`config.mk`:
```
export PLATFORM = sky130hd
export DESIGN_NAME = gds_sequencer
export DESIGN_NICKNAME = d
export VERILOG_FILES = /design/src/rtl/gds_pkg.sv /design/src/rtl/gds_sequencer.sv
export SDC_FILE = /design/constraint.sdc
export NUM_CORES = 1
export LEC_CHECK = 0
export ABC_AREA = 1
export BUFFER_PORTS_ARGS = -buffer_cell sky130_fd_sc_hd__buf_2
export CAP_MARGIN = 20
export CORE_MARGIN = 3
export CORE_UTILIZATION = 25
export CTS_CLUSTER_SIZE = 40
export DETAILED_ROUTE_END_ITERATION = 6
export PLACE_DENSITY = 0.51
export SETUP_SLACK_MARGIN = 0.05
export SYNTH_ARGS = -nofsm -noshare
export SYNTH_HDL_FRONTEND = slang
export SYNTH_SLANG_ARGS = --single-unit
```
`constraint.sdc`:
```
create_clock -name ref_clk -period 2.05 [get_ports ref_clk]
set_input_delay 0.1025 -clock ref_clk [delete_from_list [all_inputs] [get_ports ref_clk]]
set_output_delay 0.1025 -clock ref_clk [all_outputs]
set_load 0.01 [all_outputs]
```
`src/rtl/gds_pkg.sv`:
```
// constants and types for the gate drive sequencer
package gds_pkg;

	localparam int unsigned CLK_PERIOD_NS = 10;
	localparam int unsigned CMD_FILTER_NS = 40;
	localparam int unsigned CMD_FILTER_CYC = (CMD_FILTER_NS + CLK_PERIOD_NS - 1) / CLK_PERIOD_NS;
	localparam int unsigned ISO_FAILSAFE_DELAY_NS = 20;
	localparam int unsigned ISO_FAILSAFE_DELAY_CYC = ISO_FAILSAFE_DELAY_NS / CLK_PERIOD_NS;

	// register offsets
	localparam logic [3:0] MODE_ONE_ADDR = 4'h0;
	localparam logic [3:0] MODE_TWO_ADDR = 4'h1;
	localparam logic [3:0] TIMING_ADDR = 4'h2;
	localparam logic [3:0] BLANK_ADDR = 4'h3;
	localparam logic [3:0] STATUS_ADDR = 4'h4;
	localparam logic [3:0] FAULT_ADDR = 4'h5;

	// mode_config_one fields
	localparam int unsigned M1_SOFT = 0;
	localparam int unsigned M1_TWO_LVL = 1;
	localparam int unsigned M1_CLAMP = 2;
	localparam int unsigned M1_FAST = 3;
	localparam logic [7:0] MODE_ONE_RST = 8'h05;
	// mode_config_two fields
	localparam int unsigned M2_ISO_EN = 0;
	localparam logic [7:0] MODE_TWO_RST = 8'h00;
	// timing register: deadtime [7:0], soft duration [15:8], validate [23:16]
	localparam logic [23:0] TIMING_RST = 24'h40_20_0a;
	localparam logic [7:0] BLANK_RST = 8'h10;
	localparam logic [3:0] CLAMP_FILTER_RST = 4'h4;

	typedef enum logic [2:0] {
		GDS_OFF = 3'b000,
		GDS_ON = 3'b001,
		GDS_REDUCED = 3'b011,
		GDS_SOFT = 3'b010,
		GDS_LATCHED = 3'b110
	} gds_state_e;

endpackage : gds_pkg

```
`src/rtl/gds_sequencer.sv`:
```
// gate drive sequencing, interlock, fault turn-off and iso fail-safe override
//
// Chosen here: the address-and-strobe port and the register offsets.
`timescale 1ns/1ps
`default_nettype none
module gds_sequencer
	import gds_pkg::*;
(
	// clock and reset
	input  wire logic        ref_clk,
	input  wire logic        rst_n,
	// register port
	input  wire logic [3:0]  reg_addr,
	input  wire logic [31:0] reg_wdata,
	input  wire logic        reg_wr,
	input  wire logic        reg_rd,
	output logic      [31:0] reg_rdata,
	// commands
	input  wire logic        pwm_command,
	input  wire logic        opposite_leg_command,
	input  wire logic        failsafe_enable_n,
	input  wire logic        failsafe_gate_command,
	input  wire logic        iso_side_failsafe_input,
	// analog monitors
	input  wire logic        fault_detect,
	input  wire logic        gate_below_clamp_level,
	input  wire logic        supply_ok,
	// gate drive
	output logic             gate_pullup_driver,
	output logic             gate_pulldown_driver,
	output logic             soft_turnoff,
	output logic             reduced_level_active,
	output logic             miller_clamp,
	output logic             holdoff_clamp,
	output logic             desat_sense_enable,
	output logic             fault_alert_a,
	output logic             fault_alert_b
);

	logic [7:0]  mode_one_ff, nxt_mode_one;
	logic [7:0]  mode_two_ff, nxt_mode_two;
	logic [23:0] timing_ff, nxt_timing;
	logic [7:0]  blank_ff, nxt_blank;
	logic [31:0] rdata_ff, nxt_rdata;
	logic        dt_fault_ff, nxt_dt_fault;
	logic        hc_fault_ff, nxt_hc_fault;

	logic [2:0]  filt_cnt_ff, nxt_filt_cnt;
	logic        cmd_ff, nxt_cmd;
	logic        alt_ff, nxt_alt;
	logic [7:0]  dt_cnt_ff, nxt_dt_cnt;
	gds_state_e  state_ff, nxt_state;
	logic [7:0]  tmr_ff, nxt_tmr;
	logic [1:0]  trips_ff, nxt_trips;
	logic [7:0]  blank_cnt_ff, nxt_blank_cnt;
	logic [3:0]  clamp_cnt_ff, nxt_clamp_cnt;
	logic        clamp_on_ff, nxt_clamp_on;
	logic        gh_ff, gl_ff, ssd_ff, red_ff, amc_ff, hold_ff, des_ff, ia_ff, ib_ff;
	logic        nxt_gh, nxt_gl, nxt_ssd, nxt_red, nxt_amc, nxt_hold, nxt_des, nxt_ia, nxt_ib;

	logic        iso_active;
	logic        cmd_rise;
	logic        alt_rise;
	logic        dt_done;
	logic [7:0]  soft_time;
	logic        hc_trip;
	logic [2:0]  status_state;

	assign iso_active = iso_side_failsafe_input & mode_two_ff[M2_ISO_EN];
	assign cmd_rise = nxt_cmd & ~cmd_ff;
	assign alt_rise = opposite_leg_command & ~alt_ff;
	// the falling edge cycle itself is not yet clear: the counter loads on it
	assign dt_done = (dt_cnt_ff == 8'h00) & ~opposite_leg_command & ~alt_ff;
	assign soft_time = mode_one_ff[M1_FAST] ? {1'b0, timing_ff[15:9]} : timing_ff[15:8];
	// a validated high-current fault, with or without soft turn-off
	assign hc_trip = (nxt_state == GDS_SOFT || nxt_state == GDS_LATCHED)
		&& (state_ff == GDS_ON || state_ff == GDS_REDUCED);
	assign status_state = iso_active ? GDS_OFF : state_ff;

	// registers and read path
	always_comb
	begin
		nxt_mode_one = mode_one_ff;
		nxt_mode_two = mode_two_ff;
		nxt_timing = timing_ff;
		nxt_blank = blank_ff;
		nxt_rdata = 32'h0000_0000;
		nxt_dt_fault = dt_fault_ff | (cmd_rise & opposite_leg_command);
		nxt_hc_fault = hc_fault_ff | hc_trip;
		if (reg_wr)
		begin
			case (reg_addr)
				MODE_ONE_ADDR: nxt_mode_one = reg_wdata[7:0];
				MODE_TWO_ADDR: nxt_mode_two = reg_wdata[7:0];
				TIMING_ADDR:   nxt_timing = reg_wdata[23:0];
				BLANK_ADDR:    nxt_blank = reg_wdata[7:0];
				FAULT_ADDR:
				begin
					// set wins over clear
					if (reg_wdata[0] && !(cmd_rise & opposite_leg_command))
						nxt_dt_fault = 1'b0;
					if (reg_wdata[1] && !hc_trip)
						nxt_hc_fault = 1'b0;
				end
				default: ;
			endcase
		end
		if (reg_rd)
		begin
			case (reg_addr)
				MODE_ONE_ADDR: nxt_rdata = {24'h00_0000, mode_one_ff};
				MODE_TWO_ADDR: nxt_rdata = {24'h00_0000, mode_two_ff};
				TIMING_ADDR:   nxt_rdata = {8'h00, timing_ff};
				BLANK_ADDR:    nxt_rdata = {24'h00_0000, blank_ff};
				// hi-z shows as off in both the pull-up bit and the state field
				STATUS_ADDR:   nxt_rdata = {26'h000_0000, status_state, miller_clamp,
						iso_side_failsafe_input, gh_ff};
				FAULT_ADDR:    nxt_rdata = {30'h0000_0000, hc_fault_ff, dt_fault_ff};
				default:       nxt_rdata = 32'h0000_0000;
			endcase
		end
	end

	// command deglitch and opposite-leg deadtime
	always_comb
	begin
		nxt_filt_cnt = 3'h0;
		nxt_cmd = cmd_ff;
		if (pwm_command != cmd_ff)
		begin
			if (filt_cnt_ff == 3'(CMD_FILTER_CYC - 1))
				nxt_cmd = pwm_command;
			else
				nxt_filt_cnt = filt_cnt_ff + 3'h1;
		end
		nxt_alt = opposite_leg_command;
		nxt_dt_cnt = (dt_cnt_ff != 8'h00) ? dt_cnt_ff - 8'h01 : 8'h00;
		if (alt_ff && !opposite_leg_command)
			nxt_dt_cnt = timing_ff[7:0];
	end

	// gate state machine
	always_comb
	begin
		nxt_state = state_ff;
		nxt_tmr = (tmr_ff != 8'h00) ? tmr_ff - 8'h01 : 8'h00;
		nxt_trips = trips_ff;
		if (cmd_rise)
			nxt_trips = 2'h0;
		case (state_ff)
			GDS_OFF:
				if (nxt_cmd && dt_done && !dt_fault_ff)
					nxt_state = GDS_ON;
			GDS_ON:
				if (!nxt_cmd || alt_rise || opposite_leg_command)
					nxt_state = GDS_OFF;
				else if (fault_detect && des_ff)
				begin
					if (mode_one_ff[M1_TWO_LVL] && trips_ff == 2'h0)
					begin
						nxt_state = GDS_REDUCED;
						nxt_tmr = timing_ff[23:16];
						nxt_trips = 2'h1;
					end
					else
					begin
						nxt_state = mode_one_ff[M1_SOFT] ? GDS_SOFT : GDS_LATCHED;
						nxt_tmr = soft_time;
					end
				end
			GDS_REDUCED:
				if (!fault_detect)
					nxt_state = (nxt_cmd && dt_done) ? GDS_ON : GDS_OFF;
				else if (tmr_ff == 8'h00)
				begin
					nxt_state = mode_one_ff[M1_SOFT] ? GDS_SOFT : GDS_LATCHED;
					nxt_tmr = soft_time;
				end
			GDS_SOFT:
				if (tmr_ff == 8'h00 || gate_below_clamp_level)
					nxt_state = GDS_LATCHED;
			GDS_LATCHED:
				if (!hc_fault_ff && !nxt_cmd)
					nxt_state = GDS_OFF;
			default: nxt_state = GDS_OFF;
		endcase
	end

	// output stage with fail-safe priority
	always_comb
	begin
		nxt_blank_cnt = (blank_cnt_ff != 8'h00) ? blank_cnt_ff - 8'h01 : 8'h00;
		nxt_clamp_cnt = clamp_cnt_ff;
		nxt_clamp_on = clamp_on_ff;
		if (cmd_rise)
		begin
			nxt_clamp_on = 1'b0;
			nxt_clamp_cnt = 4'h0;
		end
		else if (!gh_ff && gate_below_clamp_level && mode_one_ff[M1_CLAMP])
		begin
			if (clamp_cnt_ff == CLAMP_FILTER_RST)
				nxt_clamp_on = 1'b1;
			else
				nxt_clamp_cnt = clamp_cnt_ff + 4'h1;
		end
		if (nxt_state == GDS_ON && state_ff == GDS_OFF)
			nxt_blank_cnt = blank_ff;
		nxt_gh = (nxt_state == GDS_ON);
		nxt_red = (nxt_state == GDS_REDUCED);
		nxt_ssd = (nxt_state == GDS_SOFT);
		nxt_gl = (nxt_state == GDS_OFF) || (nxt_state == GDS_LATCHED);
		nxt_amc = nxt_clamp_on & mode_one_ff[M1_CLAMP] & ~nxt_gh;
		nxt_des = (nxt_state == GDS_ON) && (nxt_blank_cnt == 8'h00);
		nxt_hold = ~supply_ok;
		nxt_ia = ~(dt_fault_ff | hc_fault_ff);
		nxt_ib = ~(dt_fault_ff | hc_fault_ff);
		if (!failsafe_enable_n)
		begin
			nxt_gh = failsafe_gate_command & ~hc_fault_ff;
			nxt_gl = ~nxt_gh;
			nxt_red = 1'b0;
			nxt_ssd = 1'b0;
		end
		if (iso_active)
		begin
			nxt_gh = 1'b0;
			nxt_gl = 1'b0;
			nxt_red = 1'b0;
			nxt_ssd = 1'b0;
			nxt_amc = 1'b0;
			nxt_hold = 1'b0;
			nxt_des = 1'b0;
		end
		if (iso_side_failsafe_input)
			nxt_ib = 1'b0;
	end

	always_ff @(posedge ref_clk or negedge rst_n)
	begin
		if (!rst_n)
		begin
			mode_one_ff <= MODE_ONE_RST;
			mode_two_ff <= MODE_TWO_RST;
			timing_ff <= TIMING_RST;
			blank_ff <= BLANK_RST;
			rdata_ff <= 32'h0000_0000;
			dt_fault_ff <= 1'b0;
			hc_fault_ff <= 1'b0;
			filt_cnt_ff <= 3'h0;
			cmd_ff <= 1'b0;
			alt_ff <= 1'b1;
			dt_cnt_ff <= 8'h00;
			state_ff <= GDS_OFF;
			tmr_ff <= 8'h00;
			trips_ff <= 2'h0;
			blank_cnt_ff <= 8'h00;
			clamp_cnt_ff <= 4'h0;
			clamp_on_ff <= 1'b0;
			gh_ff <= 1'b0;
			gl_ff <= 1'b1;
			ssd_ff <= 1'b0;
			red_ff <= 1'b0;
			amc_ff <= 1'b0;
			hold_ff <= 1'b1;
			des_ff <= 1'b0;
			ia_ff <= 1'b1;
			ib_ff <= 1'b1;
		end
		else
		begin
			mode_one_ff <= nxt_mode_one;
			mode_two_ff <= nxt_mode_two;
			timing_ff <= nxt_timing;
			blank_ff <= nxt_blank;
			rdata_ff <= nxt_rdata;
			dt_fault_ff <= nxt_dt_fault;
			hc_fault_ff <= nxt_hc_fault;
			filt_cnt_ff <= nxt_filt_cnt;
			cmd_ff <= nxt_cmd;
			alt_ff <= nxt_alt;
			dt_cnt_ff <= nxt_dt_cnt;
			state_ff <= nxt_state;
			tmr_ff <= nxt_tmr;
			trips_ff <= nxt_trips;
			blank_cnt_ff <= nxt_blank_cnt;
			clamp_cnt_ff <= nxt_clamp_cnt;
			clamp_on_ff <= nxt_clamp_on;
			gh_ff <= nxt_gh;
			gl_ff <= nxt_gl;
			ssd_ff <= nxt_ssd;
			red_ff <= nxt_red;
			amc_ff <= nxt_amc;
			hold_ff <= nxt_hold;
			des_ff <= nxt_des;
			ia_ff <= nxt_ia;
			ib_ff <= nxt_ib;
		end
	end

	assign reg_rdata = rdata_ff;
	assign gate_pullup_driver = gh_ff;
	assign gate_pulldown_driver = gl_ff;
	assign soft_turnoff = ssd_ff;
	assign reduced_level_active = red_ff;
	assign miller_clamp = amc_ff;
	assign holdoff_clamp = hold_ff;
	assign desat_sense_enable = des_ff;
	assign fault_alert_a = ia_ff;
	assign fault_alert_b = ib_ff;

	a_iso_hiz: assert property (@(posedge ref_clk) disable iff (!rst_n)
		iso_active |=> !gate_pullup_driver && !gate_pulldown_driver && !soft_turnoff)
		else $error("iso override did not tri-state gate");
	a_iso_alert_b: assert property (@(posedge ref_clk) disable iff (!rst_n)
		iso_side_failsafe_input |=> !fault_alert_b)
		else $error("alert b not low under iso input");
	a_iso_delay: assert property (@(posedge ref_clk) disable iff (!rst_n)
		$rose(iso_active) |-> ##[1:2] !gate_pullup_driver && !gate_pulldown_driver)
		else $error("hi-z not reached in time");
	a_iso_holdoff: assert property (@(posedge ref_clk) disable iff (!rst_n)
		iso_active && !supply_ok |=> !holdoff_clamp)
		else $error("holdoff active during iso override");
	a_iso_gated: assert property (@(posedge ref_clk) disable iff (!rst_n)
		!mode_two_ff[M2_ISO_EN] && !failsafe_enable_n && failsafe_gate_command
		&& !hc_fault_ff |=> gate_pullup_driver)
		else $error("disabled iso input changed gate");
	a_alt_block: assert property (@(posedge ref_clk) disable iff (!rst_n)
		opposite_leg_command && failsafe_enable_n |=> ##1 !gate_pullup_driver)
		else $error("gate on while opposite leg high");
	a_alt_cut: assert property (@(posedge ref_clk) disable iff (!rst_n)
		state_ff == GDS_ON && alt_rise |=> state_ff == GDS_OFF)
		else $error("no immediate turn-off on opposite rise");
	a_dt_fault: assert property (@(posedge ref_clk) disable iff (!rst_n)
		cmd_rise && opposite_leg_command |=> dt_fault_ff)
		else $error("deadtime fault not latched");
	a_dt_hold: assert property (@(posedge ref_clk) disable iff (!rst_n)
		alt_ff && !opposite_leg_command && failsafe_enable_n |=> !gate_pullup_driver)
		else $error("gate on at opposite leg falling edge");
	a_filter: assert property (@(posedge ref_clk) disable iff (!rst_n)
		$changed(cmd_ff) |-> $past(pwm_command, 1) == cmd_ff && $past(pwm_command, 4) == cmd_ff)
		else $error("command passed without filtering");
	a_turnon_stage: assert property (@(posedge ref_clk) disable iff (!rst_n)
		nxt_state == GDS_ON && failsafe_enable_n && !iso_active |=> gate_pullup_driver
		&& !gate_pulldown_driver && !soft_turnoff && !reduced_level_active && !miller_clamp)
		else $error("turn-on stage not as required");
	a_blank_time: assert property (@(posedge ref_clk) disable iff (!rst_n)
		state_ff == GDS_OFF && nxt_state == GDS_ON && blank_ff != 8'h00 |=> !desat_sense_enable)
		else $error("desat sensed inside blanking");
	a_turnoff: assert property (@(posedge ref_clk) disable iff (!rst_n)
		nxt_state == GDS_OFF && failsafe_enable_n && !iso_active |=> gate_pulldown_driver)
		else $error("pull-down not on when off");
	a_soft_end: assert property (@(posedge ref_clk) disable iff (!rst_n)
		state_ff == GDS_SOFT && (tmr_ff == 8'h00 || gate_below_clamp_level)
		|=> state_ff == GDS_LATCHED)
		else $error("soft turn-off did not end");
	a_reduced_hold: assert property (@(posedge ref_clk) disable iff (!rst_n)
		state_ff == GDS_ON && fault_detect && des_ff && mode_one_ff[M1_TWO_LVL]
		&& trips_ff == 2'h0 && nxt_cmd && !opposite_leg_command && failsafe_enable_n
		&& !iso_active |=> reduced_level_active && !gate_pullup_driver)
		else $error("reduced level not applied on first trip");
	a_reduced_exit: assert property (@(posedge ref_clk) disable iff (!rst_n)
		state_ff == GDS_REDUCED && !fault_detect && nxt_cmd && dt_done |=> state_ff == GDS_ON)
		else $error("gate not restored after unconfirmed fault");
	a_second_trip: assert property (@(posedge ref_clk) disable iff (!rst_n)
		state_ff == GDS_ON && trips_ff != 2'h0 && fault_detect && des_ff && nxt_cmd
		&& !opposite_leg_command |=> state_ff == GDS_SOFT || state_ff == GDS_LATCHED)
		else $error("second trip not validated");
	a_clamp_release: assert property (@(posedge ref_clk) disable iff (!rst_n)
		cmd_rise |=> !miller_clamp)
		else $error("clamp held past command rise");
	a_clamp_off: assert property (@(posedge ref_clk) disable iff (!rst_n)
		!mode_one_ff[M1_CLAMP] |=> !miller_clamp)
		else $error("clamp on while disabled");
	a_hold_uv: assert property (@(posedge ref_clk) disable iff (!rst_n)
		!supply_ok && !iso_active |=> holdoff_clamp)
		else $error("holdoff not active under low supply");
	a_trip_clear: assert property (@(posedge ref_clk) disable iff (!rst_n)
		cmd_rise |=> trips_ff == 2'h0)
		else $error("trip count not cleared on rise");

endmodule : gds_sequencer
`default_nettype wire

```
After elaboration in Yosys (flattened, before gate mapping)

Index checks and enable logic that the tools add are counted.

Register bits after elaboration: 130
Output and inout bits: 41
Input port bits: 48
Word-level logic and storage cells: 169

Reductions and logical operators: 42
Eq/ne operators: 17
Muxes and demuxes: 59
$add $sub $neg: 5
Bitwise operators: 20

Operators by type and width:

| kind                | number |
|---|---|
| $pmux 24 s6         | 1 |
| $mux 8              | 11 |
| $mux 3              | 12 |
| $logic_not 8->1     | 3 |
| $mux 1              | 24 |
| $mux 24             | 1 |
| $reduce_bool 8->1   | 3 |
| $sub 8x1->8 const B | 3 |
| $pmux 8 s2          | 1 |
| $eq 3x2->1 const B  | 5 |
| $pmux 3 s5          | 1 |
| $logic_and 1x1->1   | 13 |
| $eq 4x3->1 const B  | 3 |
| $mux 4              | 3 |
| $mux 2              | 5 |
| $reduce_and 2->1    | 5 |
| $and 1x1->1         | 9 |
| $eq 4x2->1 const B  | 2 |
| $not 1->1           | 8 |
| $logic_not 1->1     | 7 |
| $eq 3x1->1 const B  | 2 |
| $eq 3x3->1 const B  | 2 |
| $logic_not 3->1     | 2 |
| $logic_or 1x1->1    | 6 |
| 9 further kinds     | 11 |

Longest topological paths before layout

Gate-level depths: netlist of the first run.

Word-level depth: 16
Depth in mapped cells: 15
Mapped depth without buffers: 14

Least setup slack after synthesis of the first run

No wires, ideal clock.

Path kind: register to register
Start point: register filt_cnt_ff[0]
End point: register des_ff, in the netlist desat_sense_enable
Path slack: 236 ps
Setup time: 71 ps
Cell stages (with the launch flop): 16
Arrival: 1743 ps
Required time: 1979 ps
Buffers on the path: 1
Clock period less this slack: 1814 ps
Cells stage by stage: dfrtp_1 -> ha_1 -> nand2_2 -> inv_2 -> nand2_2 -> nand3_1 -> nand2_1 -> nand2_1 -> nor2_4 -> nand3_2 -> buf_6 -> nand2_1 -> nand2_1 -> nor2_1 -> nand3_1 -> nor2_1

Cells in the longest elaborated chain, start to end: 14
Elaborated cells on any way between the ends: 21
Classes of those cells: 2 x eq/ne; 10 x mux; 9 x reduce/logical

RTL lines:

| item                          | RTL line                                   | source |
|---|---|---|
| from (decl)                   | gds_sequencer.sv:48                        | `logic [2:0] filt_cnt_ff, nxt_filt_cnt;` |
| from (signal assigned)        | gds_sequencer.sv:279                       | `filt_cnt_ff <= nxt_filt_cnt;` |
| $eq 3x2->1 *                  | gds_sequencer.sv:131                       | `if (filt_cnt_ff == 3'(CMD_FILTER_CYC - 1))` |
| $mux 1 *                      | gds_sequencer.sv:131                       |  |
| $mux 1 *                      | gds_sequencer.sv:129                       | `if (pwm_command != cmd_ff)` |
| $logic_not 1->1               | gds_sequencer.sv:155, gds_sequencer.sv:183 |  |
| $logic_or 1x1->1 (2 in a row) | gds_sequencer.sv:155                       | `if (!nxt_cmd \|\| alt_rise \|\| opposite_leg_command)` |
| $mux 3                        | gds_sequencer.sv:155                       |  |
| $pmux 3 s5 *                  | gds_sequencer.sv:150                       | `case (state_ff)` |
| $eq 3x1->1 *                  | gds_sequencer.sv:207                       | `if (nxt_state == GDS_ON && state_ff == GDS_OFF)` |
| $logic_and 1x1->1 *           | gds_sequencer.sv:207                       |  |
| $mux 8 *                      | gds_sequencer.sv:207                       |  |
| net nxt_blank_cnt[3]          | gds_sequencer.sv:55                        | `logic [7:0] blank_cnt_ff, nxt_blank_cnt;` |
| $logic_not 8->1 *             | gds_sequencer.sv:214                       | `nxt_des = (nxt_state == GDS_ON) && (nxt_blank_cnt == 8'h00);` |
| $logic_and 1x1->1 *           | gds_sequencer.sv:214                       |  |
| $mux 1 *                      | gds_sequencer.sv:225                       | `if (iso_active)` |
| net nxt_des                   | gds_sequencer.sv:59                        | `logic nxt_gh, nxt_gl, nxt_ssd, nxt_red, nxt_amc, nxt_hold, nxt_des, nxt_ia, nxt_ib;` |
| to (signal assigned)          | gds_sequencer.sv:295                       | `des_ff <= nxt_des;` |
| to (decl)                     | gds_sequencer.sv:58                        | `logic gh_ff, gl_ff, ssd_ff, red_ff, amc_ff, hold_ff, des_ff, ia_ff, ib_ff;` |

The timed path passes the listed nets; every way through them passes the cells marked *.
A chain may end at the register's enable or synchronous reset.

Worst setup path after layout of the first run

Start point: register state_ff[1]
End point: register des_ff, in the netlist desat_sense_enable

Cells in the longest elaborated chain, start to end: 9
Elaborated cells on any way between the ends: 19
Classes of those cells: 5 x eq/ne; 10 x mux; 4 x reduce/logical

RTL lines:

| item                      | RTL line                                   | source |
|---|---|---|
| from (decl)               | gds_sequencer.sv:52                        | `gds_state_e state_ff, nxt_state;` |
| from (signal assigned)    | gds_sequencer.sv:283                       | `state_ff <= nxt_state;` |
| $mux 3 (on tied branches) | gds_sequencer.sv:174, gds_sequencer.sv:157 |  |
| $mux 3 (on tied branches) | gds_sequencer.sv:172, gds_sequencer.sv:155 |  |
| $pmux 3 s5                | gds_sequencer.sv:150                       |  |
| $eq 3x1->1                | gds_sequencer.sv:207                       |  |
| $logic_and 1x1->1 *       | gds_sequencer.sv:207                       |  |
| $mux 8 *                  | gds_sequencer.sv:207                       |  |
| net nxt_blank_cnt[7]      | gds_sequencer.sv:55                        |  |
| $logic_not 8->1 *         | gds_sequencer.sv:214                       |  |
| $logic_and 1x1->1 *       | gds_sequencer.sv:214                       |  |
| $mux 1 *                  | gds_sequencer.sv:225                       |  |
| net nxt_des               | gds_sequencer.sv:59                        |  |

Marked as above.

==> results of run 1 <==
worst max path at each step:
stage,from,to,slack (ns),depth (start not counted)
2_1_floorplan,filt_cnt_ff[0],desat_sense_enable,0.24,15
3_3_place_gp,filt_cnt_ff[0],desat_sense_enable,0.05,14
3_5_place_dp,filt_cnt_ff[0],desat_sense_enable,-0.004,14
4_1_cts,dt_cnt_ff[1],desat_sense_enable,0.05,16
5_1_grt,filt_cnt_ff[0],desat_sense_enable,-0.07,14
6_report,state_ff[1],desat_sense_enable,0.09,11
per-stage QoR:
step | instance area, µm² | util (%) | hold WS, ns | std cells | setup TNS [ns]
finish | 7450 | 34.9 | -0.00158 | 1066 | 0
detailed placement | 6450 | 30.2 | 0.139 | 1002 | -0.00438
global route | 7450 | 34.9 | 0.00245 | 1066 | -0.0692
global placement | 6450 | 30.2 | 0.141 | 1002 | 0
CTS | 7310 | 34.2 | 0.00146 | 1060 | 0
floorplan | 5550 | - | -0.193 | 638 | 0
critical path, delay by kind of cell (launching register included):
kind	cells	cell delay (ns)
and+or+nand+nor	9	1.18
buffers and inverters	1	0.20
AOI/OAI and AO/OA	1	0.08
DFF	1	0.44
state kept, by name, summed over array words and instances (netlist names), 2 cells and up:
name	count
blank_cnt_ff	8
blank_ff	8
tmr_ff	8
trips_ff	2
filt_cnt_ff	3
dt_cnt_ff	8
mode_two_ff	8
state_ff	3
timing_ff	24
reg_rdata	24
mode_one_ff	8
clamp_cnt_ff	4
timing repair:
item	4_1_cts	5_1_grt
pin swaps	2	14
hold endpoints to repair	65	0
hold buffers	25	0
gates cloned	1	0
setup buffers	0	6
setup endpoints to repair	1	13
gates resized for setup	6	32
layout by cell type (no fill, tap or decap), drive strengths merged, types with 4 or more instances in the layout:
cell         synthesis  routed
nand2              117     117
nand3               23      24
dfrtp              110     110
dlygate4sd3          0      25
dfstp               12      12
xnor2                6       6
a221oi               7       7
a31oi                4       4
nor2                83      83
o22ai                8       8
xor2                 5       5
conb                 1       8
nand4                9       9
clkinv               1       4
inv                 84      84
o21ai               65      65
nor3                15      15
a21oi               28      28
clkbuf              11      25
buf                 11     117
o221ai               7       7
ha                   8       8
cells by family after synthesis:
logic type                 count (synthesis)  synth area share, %
and+or+nand+nor                          253                 19.3
AOI/OAI and AO/OA                        129                 13.4
DFF                                      122                 55.5
buffers and inverters                    107                 8.15
xor gates and xnor gates                  11                 1.74
adders and majority gates                  8                 1.81
other                                      1               0.0679
per-layer routing:
layer	vias up	routed length [µm]	GRT usage, %	share of wire (%)
li1	2348	-	-	-
met1	2237	7520	18.8	48
met2	88	7280	21.0	47
met3	21	564	2.88	3.6
met4	0	274	4.88	1.8
met5	-	0	0	0
power breakdown:
part           internal, mW  leakage, nW  total [mW]  switching, mW
Clock                  1.88        0.277        2.93           1.05
Combinational          1.06         1.90        2.40           1.34
Sequential             3.03         1.52        3.42          0.397
layout make-up:
class	instances	area share (%)
well taps	275	4.62
inverters	85	4.28
clock inverters	7	1.21
multi-input cells	410	28.8
clock buffers	25	6.51
flip-flops and latches	122	41.2
repair buffers	142	13.4
==> flow_summary_export.csv, run 1 <==
group,metric,value,unit
placement,dp_hpwl,11.5,mm
clocking,cts_tree,"done",
status,status,"complete, but fails checks",
timing,rsz0062_at_grt,"yes",
floorplan,rows,53,
critical_path,r2r_setup_slack,0.09,ns
power_and_ir_drop,ir_worst_vdd,621,µV
floorplan,dieArea,0.0239,mm²
floorplan,start_util,25.9,%
timing,finalCritPeriodShare,95.6,%
global_route,grt_overflow,0,
route,postRouteAntennaNets,0,
logic_synthesis,synth_cell_types,42,
floorplan,pin_count,89,
critical_path,critical_path_required,2.40,ns
critical_path,cp_max_fo,6,
clocking,cts-htree-levels,4,
route,wl,15.6,mm
route,drtIter0Drc,313,
power_and_ir_drop,power,8.75,mW
floorplan,die_h,155,µm
global_route,grt_pass1_vias,4796,
global_route,grt_pass1_wl,25.3,mm
critical_path,crit_type,"register to register",
logic_synthesis,synth_commonest_cells,"nand2_1, dfrtp_1, inv_1, nor2_1, o21ai_0",
route,routed_via_density,4.40,
timing,slew_headroom,49.4,%
timing,hold_viol,1,
logic_synthesis,yosysSeqAreaShare,55.5,%
critical_path,cp_data_arrival_time,2.30,ns
timing,skew,0.00536,ns
critical_path,start_kind,"register",
logic_synthesis,synth_ff_type,"dfrtp_1",
placement,routabilityCongestion,0.842,
clocking,path_clk_slew,0.05,ns
logic_synthesis,yosysMostFrequentCell,"nand2_1",
floorplan,die_w,155,µm
timing,tightest_slew,0.754,ns
logic_synthesis,synth_area,0.00553,mm²
clocking,clkLatencyLatePin,0.42,ns
placement,preCtsSetupSlack,-0.00438,ns
logic_synthesis,synth_top_area_share,49.8,%
placement,port_buffers,72,
flow_run,cap_violations,0,
clocking,clk_path_buf_depth,2,
critical_path,reg2reg_from,"state_ff[1]",
critical_path,critPathMaxStageDelay,0.44,ns
route,firstDrtPassIters,4,
critical_path,reg2reg_to,"desat_sense_enable",
finish,drive_above_1_share,25.3,%
worst_hold_path,holdPathEnd,"mode_one_ff[2]",
route,wl_per_cell,14.7,µm
global_route,grt_start_max_net_pins,45,
worst_hold_path,min_from,"reg_wdata[2]",
clocking,cts_buffers,17,
timing,layout_min_cycle_time,1.96,ns
timing,slew_viol_final,0,
power_and_ir_drop,p_leak,3.69,nW
timing,finalWorstSetupSlack,0.0907,ns
critical_path,slowest_stage,"dfrtp_1",
worst_hold_path,holdPathStages,3,
power_and_ir_drop,cellPowerDensity,1170,mW/mm²
timing,fmax,0.510,GHz
clocking,cts-root-buf,"clkbuf_16",
logic_synthesis,synth-edff-count,0,
global_route,antenna_found_initial,0,
finish,antenna_cells,0,
route,route.detailed.drc,0,
finish,fillers,2222,
floorplan,coreArea,0.0214,mm²
finish,syn_to_final_growth,34.8,%
logic_synthesis,ys_ff_latch,122,
finish,final-seq-area,0.00307,mm²
logic_synthesis,avgSynthCellArea,8.76,µm²
finish,nNetsFinal,834,
critical_path,cp-end-kind,"register",
critical_path,worst_path_most_repeated_cell,"nor2_1",
critical_path,crit_chain,"inv_1 > nor3_1 > nor2_1 > nand2_2 > nor2_4 > nand3_4 > nand2_2 > o21ai_1 > nor2_1 > nand2_1 > nor2_1",
critical_path,r2r_cells,11,
logic_synthesis,synthCells,631,
timing,setup_viol,0,
logic_synthesis,synthArstFlopShare,100,%
finish,multi_input_area,0.00214,mm²
status,violations,"negative hold slack",
logic_synthesis,synth_area_leaders,"dfrtp_1, nand2_1, dfstp_2",
clocking,clkSinkCount,122,
logic_synthesis,yosys_warnings,0,
timing,hold_ws,-0.00158,ns
logic_synthesis,yosysTopAreaCell,"dfrtp_1",
global_route,grtUsageTotal,13.6,%
worst_hold_path,hold_path_class,"input pin to register",
route,num_vias,4694,
Power figures use the tool's default switching activity.
==> inputs of run 2 (changes only) <==
--- a/config.mk
+++ b/config.mk
@@ -10,6 +10,7 @@
 export CAP_MARGIN = 20
 export CORE_MARGIN = 3
 export CORE_UTILIZATION = 25
+export CTS_CLUSTER_DIAMETER = 80
 export CTS_CLUSTER_SIZE = 40
 export DETAILED_ROUTE_END_ITERATION = 6
 export PLACE_DENSITY = 0.51
==> constraint.sdc (replaced) <==
create_clock -name ref_clk -period 2.05 [get_ports ref_clk]
set_input_delay 0.3075 -clock ref_clk [delete_from_list [all_inputs] [get_ports ref_clk]]
set_output_delay 0.3075 -clock ref_clk [all_outputs]
set_load 0.01 [all_outputs]
==> run 2 against run 1 <==
The flow now finishes without violations. First-iteration DRC count up 3.5%. Global-route usage down 0.52 points. Power down 0.40%. Final cell count down 3.5%. Clock skew up 0.0015 ns. Sequential share of layout area up 1.8 points. Combinational power down 9.2%. Flip-flop and latch count unchanged. Core utilization down 1.5 points. Critical path depth up 3. Via count down 1.6%. Design area down 4.2%. Largest power group unchanged. Highest routed layer unchanged.
==> flow_summary_export.csv, run 2 (synthesized netlist as in run 1, its figures left out) <==
group,metric,value,unit
clocking,cts-htree-levels,4,
route,firstDrtPassIters,4,
critical_path,slowest_stage,"dfrtp_1",
timing,slew_headroom,55.8,%
floorplan,start_util,25.9,%
global_route,grt_pass1_wl,24.4,mm
global_route,grt_overflow,0,
timing,finalWorstSetupSlack,0.171,ns
power_and_ir_drop,ir_worst_vdd,692,µV
timing,fmax,0.532,GHz
critical_path,cp_max_fo,5,
power_and_ir_drop,clock_power_share,35.6,%
global_route,antenna_found_initial,0,
timing,tightest_slew,0.658,ns
timing,skew,0.00684,ns
clocking,clkLatencyLatePin,0.42,ns
route,routed_via_density,4.49,
critical_path,cp-end-kind,"register",
power_and_ir_drop,swShare,32.2,%
global_route,grt_pass1_vias,4493,
floorplan,pin_count,89,
power_and_ir_drop,seq_power_share,39.4,%
finish,layout_commonest_cell,"dfrtp_1",
global_route,grtUsageTotal,13.1,%
clocking,cts_tree,"done",
critical_path,cp_data_arrival_time,2.23,ns
critical_path,critPathMaxStageDelay,0.41,ns
route,num_vias,4617,
placement,routabilityCongestion,0.828,
worst_hold_path,hold_path_class,"input pin to register",
timing,slew_viol_final,0,
route,drtIter0Drc,324,
placement,preCtsSetupSlack,0.0188,ns
critical_path,worst_path_most_repeated_cell,"nand2_1",
placement,port_buffers,72,
finish,antenna_cells,0,
clocking,clk_path_buf_depth,2,
timing,hold_viol,0,
finish,utilization,33.4,%
power_and_ir_drop,internal-power,5.91,mW
floorplan,die_w,155,µm
finish,nNetsFinal,797,
clocking,path_clk_slew,0.06,ns
timing,setup_viol,0,
clocking,cts_buffers,17,
timing,layout_min_cycle_time,1.88,ns
route,route.detailed.drc,0,
power_and_ir_drop,comb_power_share,25.0,%
power_and_ir_drop,p_leak,3.52,nW
placement,dp_hpwl,11.3,mm
critical_path,start_kind,"register",
clocking,clkSinkCount,122,
route,wl,15.3,mm
finish,syn_to_final_growth,29.2,%
status,status,"finished clean",
floorplan,coreArea,0.0214,mm²
power_and_ir_drop,power_switching,2.81,mW
floorplan,rows,53,
critical_path,crit_chain,"nor2_2 > nand2_1 > nor2_2 > nand3_1 > nand2_1 > nand2_1 > nand2_2 > buf_6 > nand2_1 > inv_1 > nand2_1 > nor2_1 > nand3_1 > nor2_1",
floorplan,die_h,155,µm
flow_run,cap_violations,0,
clocking,cts-root-buf,"clkbuf_16",
global_route,grt_start_max_net_pins,49,
timing,rsz0062_at_grt,"yes",
floorplan,dieArea,0.0239,mm²
route,postRouteAntennaNets,0,
finish,drive_above_1_share,24.4,%
power_and_ir_drop,cellPowerDensity,1220,mW/mm²
finish,layout_common_cells,"dfrtp_1, nand2_1, inv_1",
timing,finalCritPeriodShare,91.7,%
critical_path,crit_type,"register to register",
critical_path,critical_path_required,2.40,ns
route,wl_per_cell,14.9,µm
power_and_ir_drop,power,8.72,mW
==> run 2: what timing repair did <==
| action | CTS | global route |
|---|---|---|
| pin swaps | 0 | 12 |
| cloned | 0 | 2 |
| resized for setup | 1 | 30 |
| hold buffers | 2 | 0 |
| hold endpoints to repair | 9 | 0 |
| setup endpoints to repair | 1 | 10 |
| buffers inserted | 0 | 7 |
==> run 2: per-layer routing <==
metal / vias up / routed length (µm) / track usage [%]
met4: 0 / 159 / 3.78
met2: 107 / 7230 / 20.3
met3: 12 / 610 / 3.05
met1: 2215 / 7340 / 18.2
li1: 2283 / - / -
met5: - / 0 / 0
==> run 2: critical path: cells and delay by family, from the launching register on <==
| family | cells | cell delay [ns] |
|---|---|---|
| buffers and inverters | 2 | 0.22 |
| flip-flops | 1 | 0.41 |
| AND/OR/NAND/NOR | 12 | 1.18 |
==> run 2: power groups by stage <==
stage	registers (mW)	clock network [mW]	logic (mW)
2_1_floorplan	3.36	0	1.44
3_3_place_gp	3.45	0	2.00
3_5_place_dp	3.45	0	2.03
4_1_cts	3.42	3.18	2.05
5_1_grt	3.51	3.29	2.50
6_report	3.44	3.10	2.18
==> run 2: cell type report <==
type	count	area, µm²
clock inverter	13	169
tap	275	344
clock buffer	19	453
fill	2278	14200
inverter	85	319
timing repair buffer	105	646
sequential	122	3070
multi-input combinational	410	2140
==> run 2: worst paths after layout <==
kind | start | end | slack [ns] | cells past startpoint
min in group asynchronous | rst_n | clamp_cnt_ff[2] | 0.31 | 2
hold reg to reg | filt_cnt_ff[0] | filt_cnt_ff[0] | 0.44 | 1
max in group asynchronous | rst_n | state_ff[2] | 1.14 | 3
hold / removal | opposite_leg_command | alt_ff | 0.05 | 1
setup reg to reg | dt_cnt_ff[2] | desat_sense_enable | 0.17 | 14
setup / recovery | dt_cnt_ff[2] | desat_sense_enable | 0.17 | 14
==> run 2: metrics by stage <==
step	cells	TNS [ns]	hold slack, ns	cell area, µm²
6_report	1029	0	0.0471	7140
4_1_cts	1020	0	0.0270	6980
3_3_place_gp	986	0	0.201	6330
5_1_grt	1029	-0.0136	0.0365	7140
3_5_place_dp	986	0	0.206	6330
2_1_floorplan	638	0	0.0119	5550
